==> src/pwmd_pkg.sv <==
package pwmd_pkg;
   // ----------------------------------------
   // geometry
   // ----------------------------------------
   localparam int             CHANNELS      = 4;
   localparam int             DUTY_W        = 12;
   localparam int             SUB_W         = 8;
   localparam int             FINE_W        = 4;
   localparam int             ADDR_W        = 4;
   localparam int             DATA_W        = 8;
   // ----------------------------------------
   // register map: offset = 2*channel + pair half
   // ----------------------------------------
   localparam logic [3:0]     OFS_DUTY_LO0  = 4'h0;
   localparam logic [3:0]     OFS_DUTY_HI0  = 4'h1;
   localparam logic [3:0]     OFS_PORT_DIR  = 4'h8;
   localparam logic [3:0]     OFS_PORT_DATA = 4'h9;
   localparam logic [3:0]     OFS_STATUS    = 4'hA;
   // ----------------------------------------
   // field positions
   // ----------------------------------------
   localparam int             EN_BIT        = 0;
   localparam int             FINE_LSB      = 4;
   // ----------------------------------------
   // reset values
   // ----------------------------------------
   localparam logic [7:0]     RST_DUTY      = 8'h00;
   localparam logic [3:0]     RST_DIR       = 4'hF;
   localparam logic [3:0]     RST_DATA      = 4'h0;
   // ----------------------------------------
   // timing (clock counts)
   // ----------------------------------------
   localparam int             SUB_CLOCKS    = 256;
   localparam int             SUB_CYCLES    = 16;
   localparam int             PERIOD_CLOCKS = SUB_CLOCKS * SUB_CYCLES;
endpackage : pwmd_pkg

==> src/pwmd_tick_if.sv <==
`timescale 1ns/1ns
interface pwmd_tick_if;
   logic [7:0] phase;
   logic [3:0] sub_idx;
   logic       period_start;
   modport src (output phase, output sub_idx, output period_start);
   modport dst (input phase, input sub_idx, input period_start);
endinterface : pwmd_tick_if

==> src/pwmd_timebase.sv <==
`timescale 1ns/1ns
module pwmd_timebase
(
   // clock and reset
   input  wire logic     CLK,
   input  wire logic     RESETN,
   // shared timebase
   pwmd_tick_if.src      tick
);
   typedef struct packed
   {
      logic [11:0] cnt;
   } pwmd_tb_s;

   pwmd_tb_s st_r;
   pwmd_tb_s st_nxt;

   // free-running 4096-clock counter, no software involvement
   always_comb
   begin
      st_nxt     = st_r;
      st_nxt.cnt = st_r.cnt + 12'h001;
   end

   always_ff @(posedge CLK or negedge RESETN)
   begin
      if (!RESETN)
         st_r <= '0;
      else
         st_r <= st_nxt;
   end

   assign tick.phase        = st_r.cnt[7:0];
   assign tick.sub_idx      = st_r.cnt[11:8];
   assign tick.period_start = (st_r.cnt == 12'h000);
endmodule : pwmd_timebase

==> src/pwmd_channel.sv <==
`timescale 1ns/1ns
module pwmd_channel
(
   // clock and reset
   input  wire logic              CLK,
   input  wire logic              RESETN,
   // configuration
   input  wire logic [11:0]       duty,
   // shared timebase
   pwmd_tick_if.dst               tick,
   // waveform
   output logic                   wave
);
   typedef struct packed
   {
      logic [11:0] act;
      logic        wave;
   } pwmd_ch_s;

   pwmd_ch_s   st_r;
   pwmd_ch_s   st_nxt;
   logic [11:0] use_duty;
   logic [8:0]  high_len;

   always_comb
   begin
      st_nxt   = st_r;
      // latch the new value only at the period boundary
      use_duty = tick.period_start ? duty : st_r.act;
      st_nxt.act = use_duty;
      // coarse plus one extra clock in sub-cycles below the fine value
      high_len = {1'b0, use_duty[11:4]}
               + ((tick.sub_idx < use_duty[3:0]) ? 9'h001 : 9'h000);
      st_nxt.wave = ({1'b0, tick.phase} < high_len);
   end

   always_ff @(posedge CLK or negedge RESETN)
   begin
      if (!RESETN)
         st_r <= '0;
      else
         st_r <= st_nxt;
   end

   assign wave = st_r.wave;
endmodule : pwmd_channel

==> src/pwmd_top.sv <==
`timescale 1ns/1ns
module pwmd_top
(
   // clock and reset
   input  wire logic        CLK,
   input  wire logic        RESETN,
   // register port
   input  wire logic [3:0]  ADDR,
   input  wire logic [7:0]  WDATA,
   input  wire logic        WR,
   input  wire logic        RD,
   output logic      [7:0]  RDATA,
   // shared port pins
   input  wire logic [3:0]  PIN_IN,
   output logic      [3:0]  PIN_OUT,
   output logic      [3:0]  PIN_OE,
   // pull-high enable towards the pad, active in input mode
   output logic      [3:0]  PIN_PULL,
   // plain port input value, synchronised
   output logic      [3:0]  PORT_IN
);
   // ----------------------------------------
   // state
   // ----------------------------------------
   typedef struct packed
   {
      logic [3:0][7:0] duty_lo;
      logic [3:0][7:0] duty_hi;
      logic [3:0]      dir;
      logic [3:0]      pdata;
      logic [3:0]      pull;
      logic [3:0]      sync1;
      logic [3:0]      sync2;
      logic [7:0]      rdata;
      logic [3:0]      pout;
   } pwmd_top_s;

   pwmd_top_s  st_r;
   pwmd_top_s  st_nxt;
   logic [3:0] wave;
   logic [3:0] en;

   pwmd_tick_if tick ();

   // ----------------------------------------
   // shared timebase and channels
   // ----------------------------------------
   pwmd_timebase u_tb
   (
      .CLK    (CLK),
      .RESETN (RESETN),
      .tick   (tick.src)
   );

   for (genvar c = 0; c < pwmd_pkg::CHANNELS; c++)
   begin : g_ch
      pwmd_channel u_ch
      (
         .CLK    (CLK),
         .RESETN (RESETN),
         .duty   ({st_r.duty_hi[c], st_r.duty_lo[c][7:pwmd_pkg::FINE_LSB]}),
         .tick   (tick.dst),
         .wave   (wave[c])
      );
      assign en[c] = st_r.duty_lo[c][pwmd_pkg::EN_BIT];
   end

   // ----------------------------------------
   // registers and pin mux
   // ----------------------------------------
   always_comb
   begin
      st_nxt       = st_r;
      st_nxt.sync1 = PIN_IN;
      st_nxt.sync2 = st_r.sync1;
      if (WR)
      begin
         if (ADDR < pwmd_pkg::OFS_PORT_DIR)
         begin
            if (ADDR[0] == pwmd_pkg::OFS_DUTY_HI0[0])
               st_nxt.duty_hi[ADDR[2:1]] = WDATA;
            else
               st_nxt.duty_lo[ADDR[2:1]] = WDATA & 8'hF1;
         end
         else if (ADDR == pwmd_pkg::OFS_PORT_DIR)
            st_nxt.dir = WDATA[3:0];
         else if (ADDR == pwmd_pkg::OFS_PORT_DATA)
            st_nxt.pdata = WDATA[3:0];
         else if (ADDR == pwmd_pkg::OFS_STATUS)
            st_nxt.pull = WDATA[3:0];
      end
      st_nxt.rdata = 8'h00;
      if (RD)
      begin
         if (ADDR < pwmd_pkg::OFS_PORT_DIR)
            st_nxt.rdata = ADDR[0] ? st_r.duty_hi[ADDR[2:1]] : st_r.duty_lo[ADDR[2:1]];
         else if (ADDR == pwmd_pkg::OFS_PORT_DIR)
            st_nxt.rdata = {4'h0, st_r.dir};
         else if (ADDR == pwmd_pkg::OFS_PORT_DATA)
            st_nxt.rdata = {st_r.sync2, st_r.pdata};
         else if (ADDR == pwmd_pkg::OFS_STATUS)
            st_nxt.rdata = {wave, st_r.pull};
      end
      // enabled: data bit gates the waveform, else plain port latch
      for (int c = 0; c < 4; c++)
         st_nxt.pout[c] = en[c] ? (wave[c] & st_r.pdata[c]) : st_r.pdata[c];
   end

   always_ff @(posedge CLK or negedge RESETN)
   begin
      if (!RESETN)
      begin
         st_r       <= '0;
         st_r.dir   <= pwmd_pkg::RST_DIR;
         st_r.pdata <= pwmd_pkg::RST_DATA;
      end
      else
         st_r <= st_nxt;
   end

   assign RDATA    = st_r.rdata;
   assign PIN_OUT  = st_r.pout;
   // direction one is input regardless of enable; software must clear it
   assign PIN_OE   = ~st_r.dir;
   assign PIN_PULL = st_r.pull & st_r.dir;
   assign PORT_IN  = st_r.sync2;
endmodule : pwmd_top

==> config.mk <==
export PLATFORM = sky130hd
export DESIGN_NAME = pwmd_top
export DESIGN_NICKNAME = d
export VERILOG_FILES = /design/src/pwmd_pkg.sv /design/src/pwmd_tick_if.sv /design/src/pwmd_timebase.sv /design/src/pwmd_channel.sv /design/src/pwmd_top.sv
export SDC_FILE = /design/constraint.sdc
export NUM_CORES = 1
export LEC_CHECK = 0
export BUFFER_PORTS_ARGS = -buffer_cell sky130_fd_sc_hd__buf_4
export CELL_PAD_IN_SITES_DETAIL_PLACEMENT = 1
export CELL_PAD_IN_SITES_GLOBAL_PLACEMENT = 2
export CORE_MARGIN = 4
export CORE_UTILIZATION = 41
export CTS_CLUSTER_SIZE = 25
export DETAILED_ROUTE_END_ITERATION = 8
export PLACE_DENSITY = 0.9
export SETUP_SLACK_MARGIN = 0.2
export SYNTH_ARGS = -nofsm -noshare
export SYNTH_HDL_FRONTEND = slang
export SYNTH_SLANG_ARGS = --single-unit
export TNS_END_PERCENT = 50
==> constraint.sdc <==
create_clock -name CLK -period 5.25 [get_ports CLK]
set_clock_uncertainty 0.2 [all_clocks]
set_input_delay 1.05 -clock CLK [delete_from_list [all_inputs] [get_ports CLK]]
set_output_delay 1.05 -clock CLK [all_outputs]
set_load 0.05 [all_outputs]
# Yosys cells after proc, flatten, opt, wreduce, memory -nomap -nowiden
# Cells that the tools add are included.
# Widths: inputs -> output; s select.
[word_totals]
ff_bits = 160
input_bits = 20
[op_classes]
n_reduce_logical = 7
magnitude_cmp = 11
eq_ne = 3
mux = 26
bitwise = 10
add_sub_neg = 5
[op_table]
columns = ["operator", "count"]
rows = [
  ["$mux 8", 9],
  ["$bwmux 32", 2],
  ["$mux 12", 4],
  ["$add 8x9->9", 4],
  ["$lt 8x9->1", 4],
  ["$bmux 8 s2", 2],
  ["$demux 8 s2", 1],
  ["$lt 4x4->1", 4],
  ["$add 12x1->12 const B", 1],
  ["$eq 4x4->1 const B", 3],
  ["$logic_not 12->1", 1],
  ["$reduce_and 3->1", 3],
  ["$mux 1", 8],
  ["$reduce_and 5->1", 1],
  ["$and 1x1->1", 4],
  ["$and 4x4->4", 1],
  ["$lt 4x4->1 const B", 1],
  ["$not 1->1", 4],
  ["$not 4->4", 1],
  ["$reduce_and 4->1", 1],
  ["$lt 2x3->1 const B", 1],
  ["$ge 2x1->1 const B", 1],
  ["$logic_and 1x1->1", 1],
]

# Longest topological paths before layout
[depth]
depth_word = 6
depth_mapped = 23
mapped_depth_nobuf = 21

# Modules after synthesis
# From an unflattened synthesis, not the netlist that was laid out.
[unflattened]
cells_unflattened = 613
hier_area_um2 = 7826.3
[modules_own_cells]
columns = ["module", "cells_each", "instances", "area_each_um2"]
rows = [
  ["pwmd_top", 262, 1, 3812.4],
  ["pwmd_channel", 76, 4, 869.6],
  ["pwmd_timebase", 47, 1, 535.5],
]

# Worst setup path before layout
# Ideal clock, no wire load.
[synth_path]
path_kind = "flip-flop to flip-flop"
from = "register u_tb.st_r[1] (netlist bit)"
to = "register g_ch[0].u_ch.st_r (netlist bit g_ch[0].u_ch.wave)"
path_stages_with_launch = 23
slack_ns = 0.887
setup_ns = 0.066
t_required_ns = 4.984
synth_period_minus_slack_ns = 4.363
arrival_ns = 4.097
cell_sequence = "dfrtp_1 -> inv_1 -> ha_1 -> nor4b_4 -> and3_1 -> buf_4 -> buf_4 -> mux2i_1 -> ha_1 -> a21o_1 -> a211oi_1 -> ha_1 -> ha_1 -> nand3_1 -> xor2_1 -> nand2_1 -> o21ai_0 -> ha_1 -> a21o_1 -> a211oi_1 -> o21ai_0 -> a21oi_1 -> a41o_1"
[synth_lines]
columns = ["item", "line", "text"]
rows = [
  ["start: declaration", "pwmd_timebase.sv:15", "pwmd_tb_s st_r;"],
  ["start signal: assignment", "pwmd_timebase.sv:30", "st_r <= st_nxt;"],
  ["end signal: assignment", "pwmd_channel.sv:42", "st_r <= st_nxt;"],
  ["end: declaration", "pwmd_channel.sv:20", "pwmd_ch_s st_r;"],
]

==> results.md <==
* Most common cell after layout, fill and taps aside: dfrtp_1
* Final estimated routing congestion in global placement at 0.922
* Critical path capture point type: flip-flop
* Worst-Skew Late Latency at 0.43 ns
* Crit-path max FO at 9
* Adder-cell share of the synthesized area at 7.66%
* Final setup fails at 0
* Crit path depth at 21
* Reg-to-reg setup timing slack at 0.32 ns
* Largest family of logic cells by synthesized area: multiplexers
* Crit-path cells: inv_1 > ha_1 > nor4b_4 > buf_4 > and3_2 > mux2i_1 > ha_1 > a21o_1 > a211oi_4 > ha_4 > ha_2 > nand3_1 > xor2_1 > nand2_1 > o21ai_0 > ha_1 > a21o_1 > a211oi_1 > o21ai_0 > o211a_1 > o22ai_1
* Worst EP arrival at 5.06 ns
* Largest net degree at the start of global routing at 70
* Pwr/cell area at 339 nW/um2
* Drt via density at 5.50
* Area of the die at 22300 um2
* Worst r2r dst: g_ch[2].u_ch.wave$_DFF_PN0_
* Wl on met1 at 10.3 mm
* Total Nets Final at 858
* Worst Hold Class: reg -> reg
* Worst path buffer plus inverter count at 2
* Syn nets at 817
* Core area at 19500 um2
* DRC viols at 0
* Synth Area in Simple Gates at 14.5%
* Required @ worst endpoint at 5.38 ns
* First-pass GRT wire length at 37.4 mm
* Vias in the first global route at 6531
* Warnings from Yosys at 0
* Setup TNS at 0 ns
* Met3 WL at 984 um
* Worst VDD drop at 0.000279 V
* Top cells by area, synth: dfrtp_1, mux2_2, ha_1
* Grt total ovfl at 0
* Pleak at 4.39 nW
* Wire per inst at 22.3 um
* DRT iter0 DRCs at 307
* Post-synthesis sequential area ratio at 45.4%
* Cell taking the most area after synthesis: dfrtp_1
* ANT cells at 0
* CP peak stage delay at 0.46 ns
* Commonest cells after routing, fill and taps aside: dfrtp_1, nand2_1, mux2_2
* Reg2Reg Depth at 21
* Post-route antenna net violation count at 0
* Via count at 5867
* Synth Area in Compound Gates at 7.06%
* Hpwl dp at 17.0 mm
* CTS tree: done
* Register area at 3710 um2
* Measured slew at the worst slew-check pin at 0.840 ns
* WL final at 23.8 mm
* Max-cap violations at 0
* Min Tclk post-route at 4.93 ns
* Distinct cells, synth at 49
* # fillers at 2151
* Area share of the largest cell type after synthesis at 44.1%
* Top Metal Used: met4
* Hold_ws at 0.154 ns
* Slowest CP cell: dfrtp_2
* Met2 routed WL at 12.2 mm
* Htree depth at 4
* Starting Density at 41.8%
* Synth Area per Inst at 10.9 um2
* Crit path capture: g_ch[2].u_ch.wave$_DFF_PN0_
* Clk pin slew, worst setup/hold paths at 0.06 ns
* Kind of start point of the critical path: flip-flop
* Site Rows at 51
* Final Max Tran Viols at 0
* I/O Pins at 44
* Slew HR at 43.8%
* Post-Synth XOR/XNOR Area at 5.15%
* Syn Std Cell Area at 8170 um2
* R2r startpoint: u_tb.st_r[0]$_DFF_PN0_
* Top cell family by delay on the critical path: compound AO/OA/AOI/OAI gates
* Initial antenna violation count at 0
* Outcome: completed
* Die Y at 149 um
* Die width at 149 um
* Layout cells sized above 1 at 25.7%
* Tcrit/Tclk final at 93.8%
* Buffers on Ports at 43
* Post-Synthesis Cells at 747
* Clock Tree Root: clkbuf_16
* Unrepaired setup endpoints after global routing: true
* Multi-input gate area at 4170 um2
* CTS Buffer Depth at 2
* Fmax achieved at 203 MHz
* Seq cells post-synth at 148
* CTS Buf Count at 17
* Most numerous cell on the critical path: ha_1
* Worst Setup SP: u_tb.st_r[0]$_DFF_PN0_
* Post-synthesis mux area share at 15.8%
* DR pass1 iterations at 4
* Setup CP Type: reg -> reg
* GRT Resource Usage Total at 21.9%
* Area delta synth->final at 15.0%
* CTS sink count at 148
* Final Hold Viols at 0
## cells in the mapped netlist, drive strengths merged
cell type	count
a211oi	12
a21boi	4
a21o	8
a21oi	14
a22oi	7
a31oi	1
a41o	1
a41oi	2
and2	9
and3	10
and4	3
buf	31
clkbuf	11
dfrtp	144
dfstp	4
ha	50
inv	29
mux2	67
mux2i	24
mux4	13
nand2	130
nand2b	6
nand3	36
nand3b	2
nand4	6
nor2	18
nor2b	7
nor3	2
nor3b	4
nor4	2
nor4b	1
o2111ai	4
o211a	2
o21a	2
o21ai	23
o22ai	7
or3	3
xnor2	30
xor2	18
## cells by family (layout without fill, tap and decap cells)
group,count (synthesis),count (layout)
buffers and inverters,71,124
adders and majority gates,50,50
xor gates and xnor gates,48,48
and+or+nand+nor,239,240
DFF,148,148
AOI/OAI and AO/OA,87,87
muxes,104,104
## sequential cells by signal, indices dropped and copies added, names as in the netlist
register	flops
g_ch.u_ch.st_r	48
en	4
PORT_IN	4
u_tb.st_r	12
g_ch.u_ch.wave	4
st_r	60
st_nxt	4
PIN_OUT	4
RDATA	8
## layer usage
layer	global-route usage [%]	vias up
met5	0	-
met4	6.00	0
met3	3.89	27
met2	37.4	103
met1	28.7	3049
li1	-	2688
## how the worst min path moves through the flow
| stage | startpoint | endpoint | cells after the start |
|---|---|---|---|
| after detailed placement | st_nxt[15]$_DFF_PN0_ | PORT_IN[3]$_DFF_PN0_ | 0 |
| after global placement | st_nxt[15]$_DFF_PN0_ | PORT_IN[3]$_DFF_PN0_ | 0 |
| after floorplan | st_nxt[12]$_DFF_PN0_ | PORT_IN[0]$_DFF_PN0_ | 0 |
| after CTS | st_nxt[15]$_DFF_PN0_ | PORT_IN[3]$_DFF_PN0_ | 0 |
| final | st_nxt[15]$_DFF_PN0_ | PORT_IN[3]$_DFF_PN0_ | 0 |
| after global routing | st_nxt[15]$_DFF_PN0_ | PORT_IN[3]$_DFF_PN0_ | 0 |
## worst reg2reg max path: stages, from the launching register on
cell and delay (ns):
dfrtp_2 0.46, inv_1 0.10, ha_1 0.15, nor4b_4 0.30, buf_4 0.18, and3_2 0.27, mux2i_1 0.26, ha_1 0.28
a21o_1 0.21, a211oi_4 0.34, ha_4 0.24, ha_2 0.22, nand3_1 0.10, xor2_1 0.16, nand2_1 0.08, o21ai_0 0.10
ha_1 0.33, a21o_1 0.17, a211oi_1 0.25, o21ai_0 0.15, o211a_1 0.13, o22ai_1 0.17
## layout make-up
cell class	count	area share, %
clock buffer	19	4.72
clock inverter	13	1.56
inverter	29	1.16
multi-input combinational	529	44.4
sequential	148	39.5
tap	265	3.53
timing repair buffer	63	5.12
## stage by stage
step | area, um2 | util (%) | power [mW] | setup slack [ns] | instances
3_5_place_dp | 8670 | 44.4 | 1.96 | 0.0548 | 1026
2_1_floorplan | 8170 | - | 1.75 | 0.887 | 747
3_3_place_gp | 8670 | 44.4 | 1.93 | 0.194 | 1026
6_report | 9390 | 48.1 | 3.19 | 0.324 | 1066
5_1_grt | 9390 | 48.1 | 3.31 | 0.0826 | 1066
4_1_cts | 9270 | 47.5 | 3.20 | 0.225 | 1058
## report_power, final
part | internal (mW) | switching (mW)
clock network | 0.719 | 0.511
logic | 0.225 | 0.268
registers | 1.28 | 0.183
## timing repair
item,CTS,global route
pin swaps,0,5
buffers inserted,0,7
endpoints found under the setup margin,2,3
gates cloned,0,1
gates resized for setup,3,15
hold buffers,0,0
(Power assumes the default switching activity.)
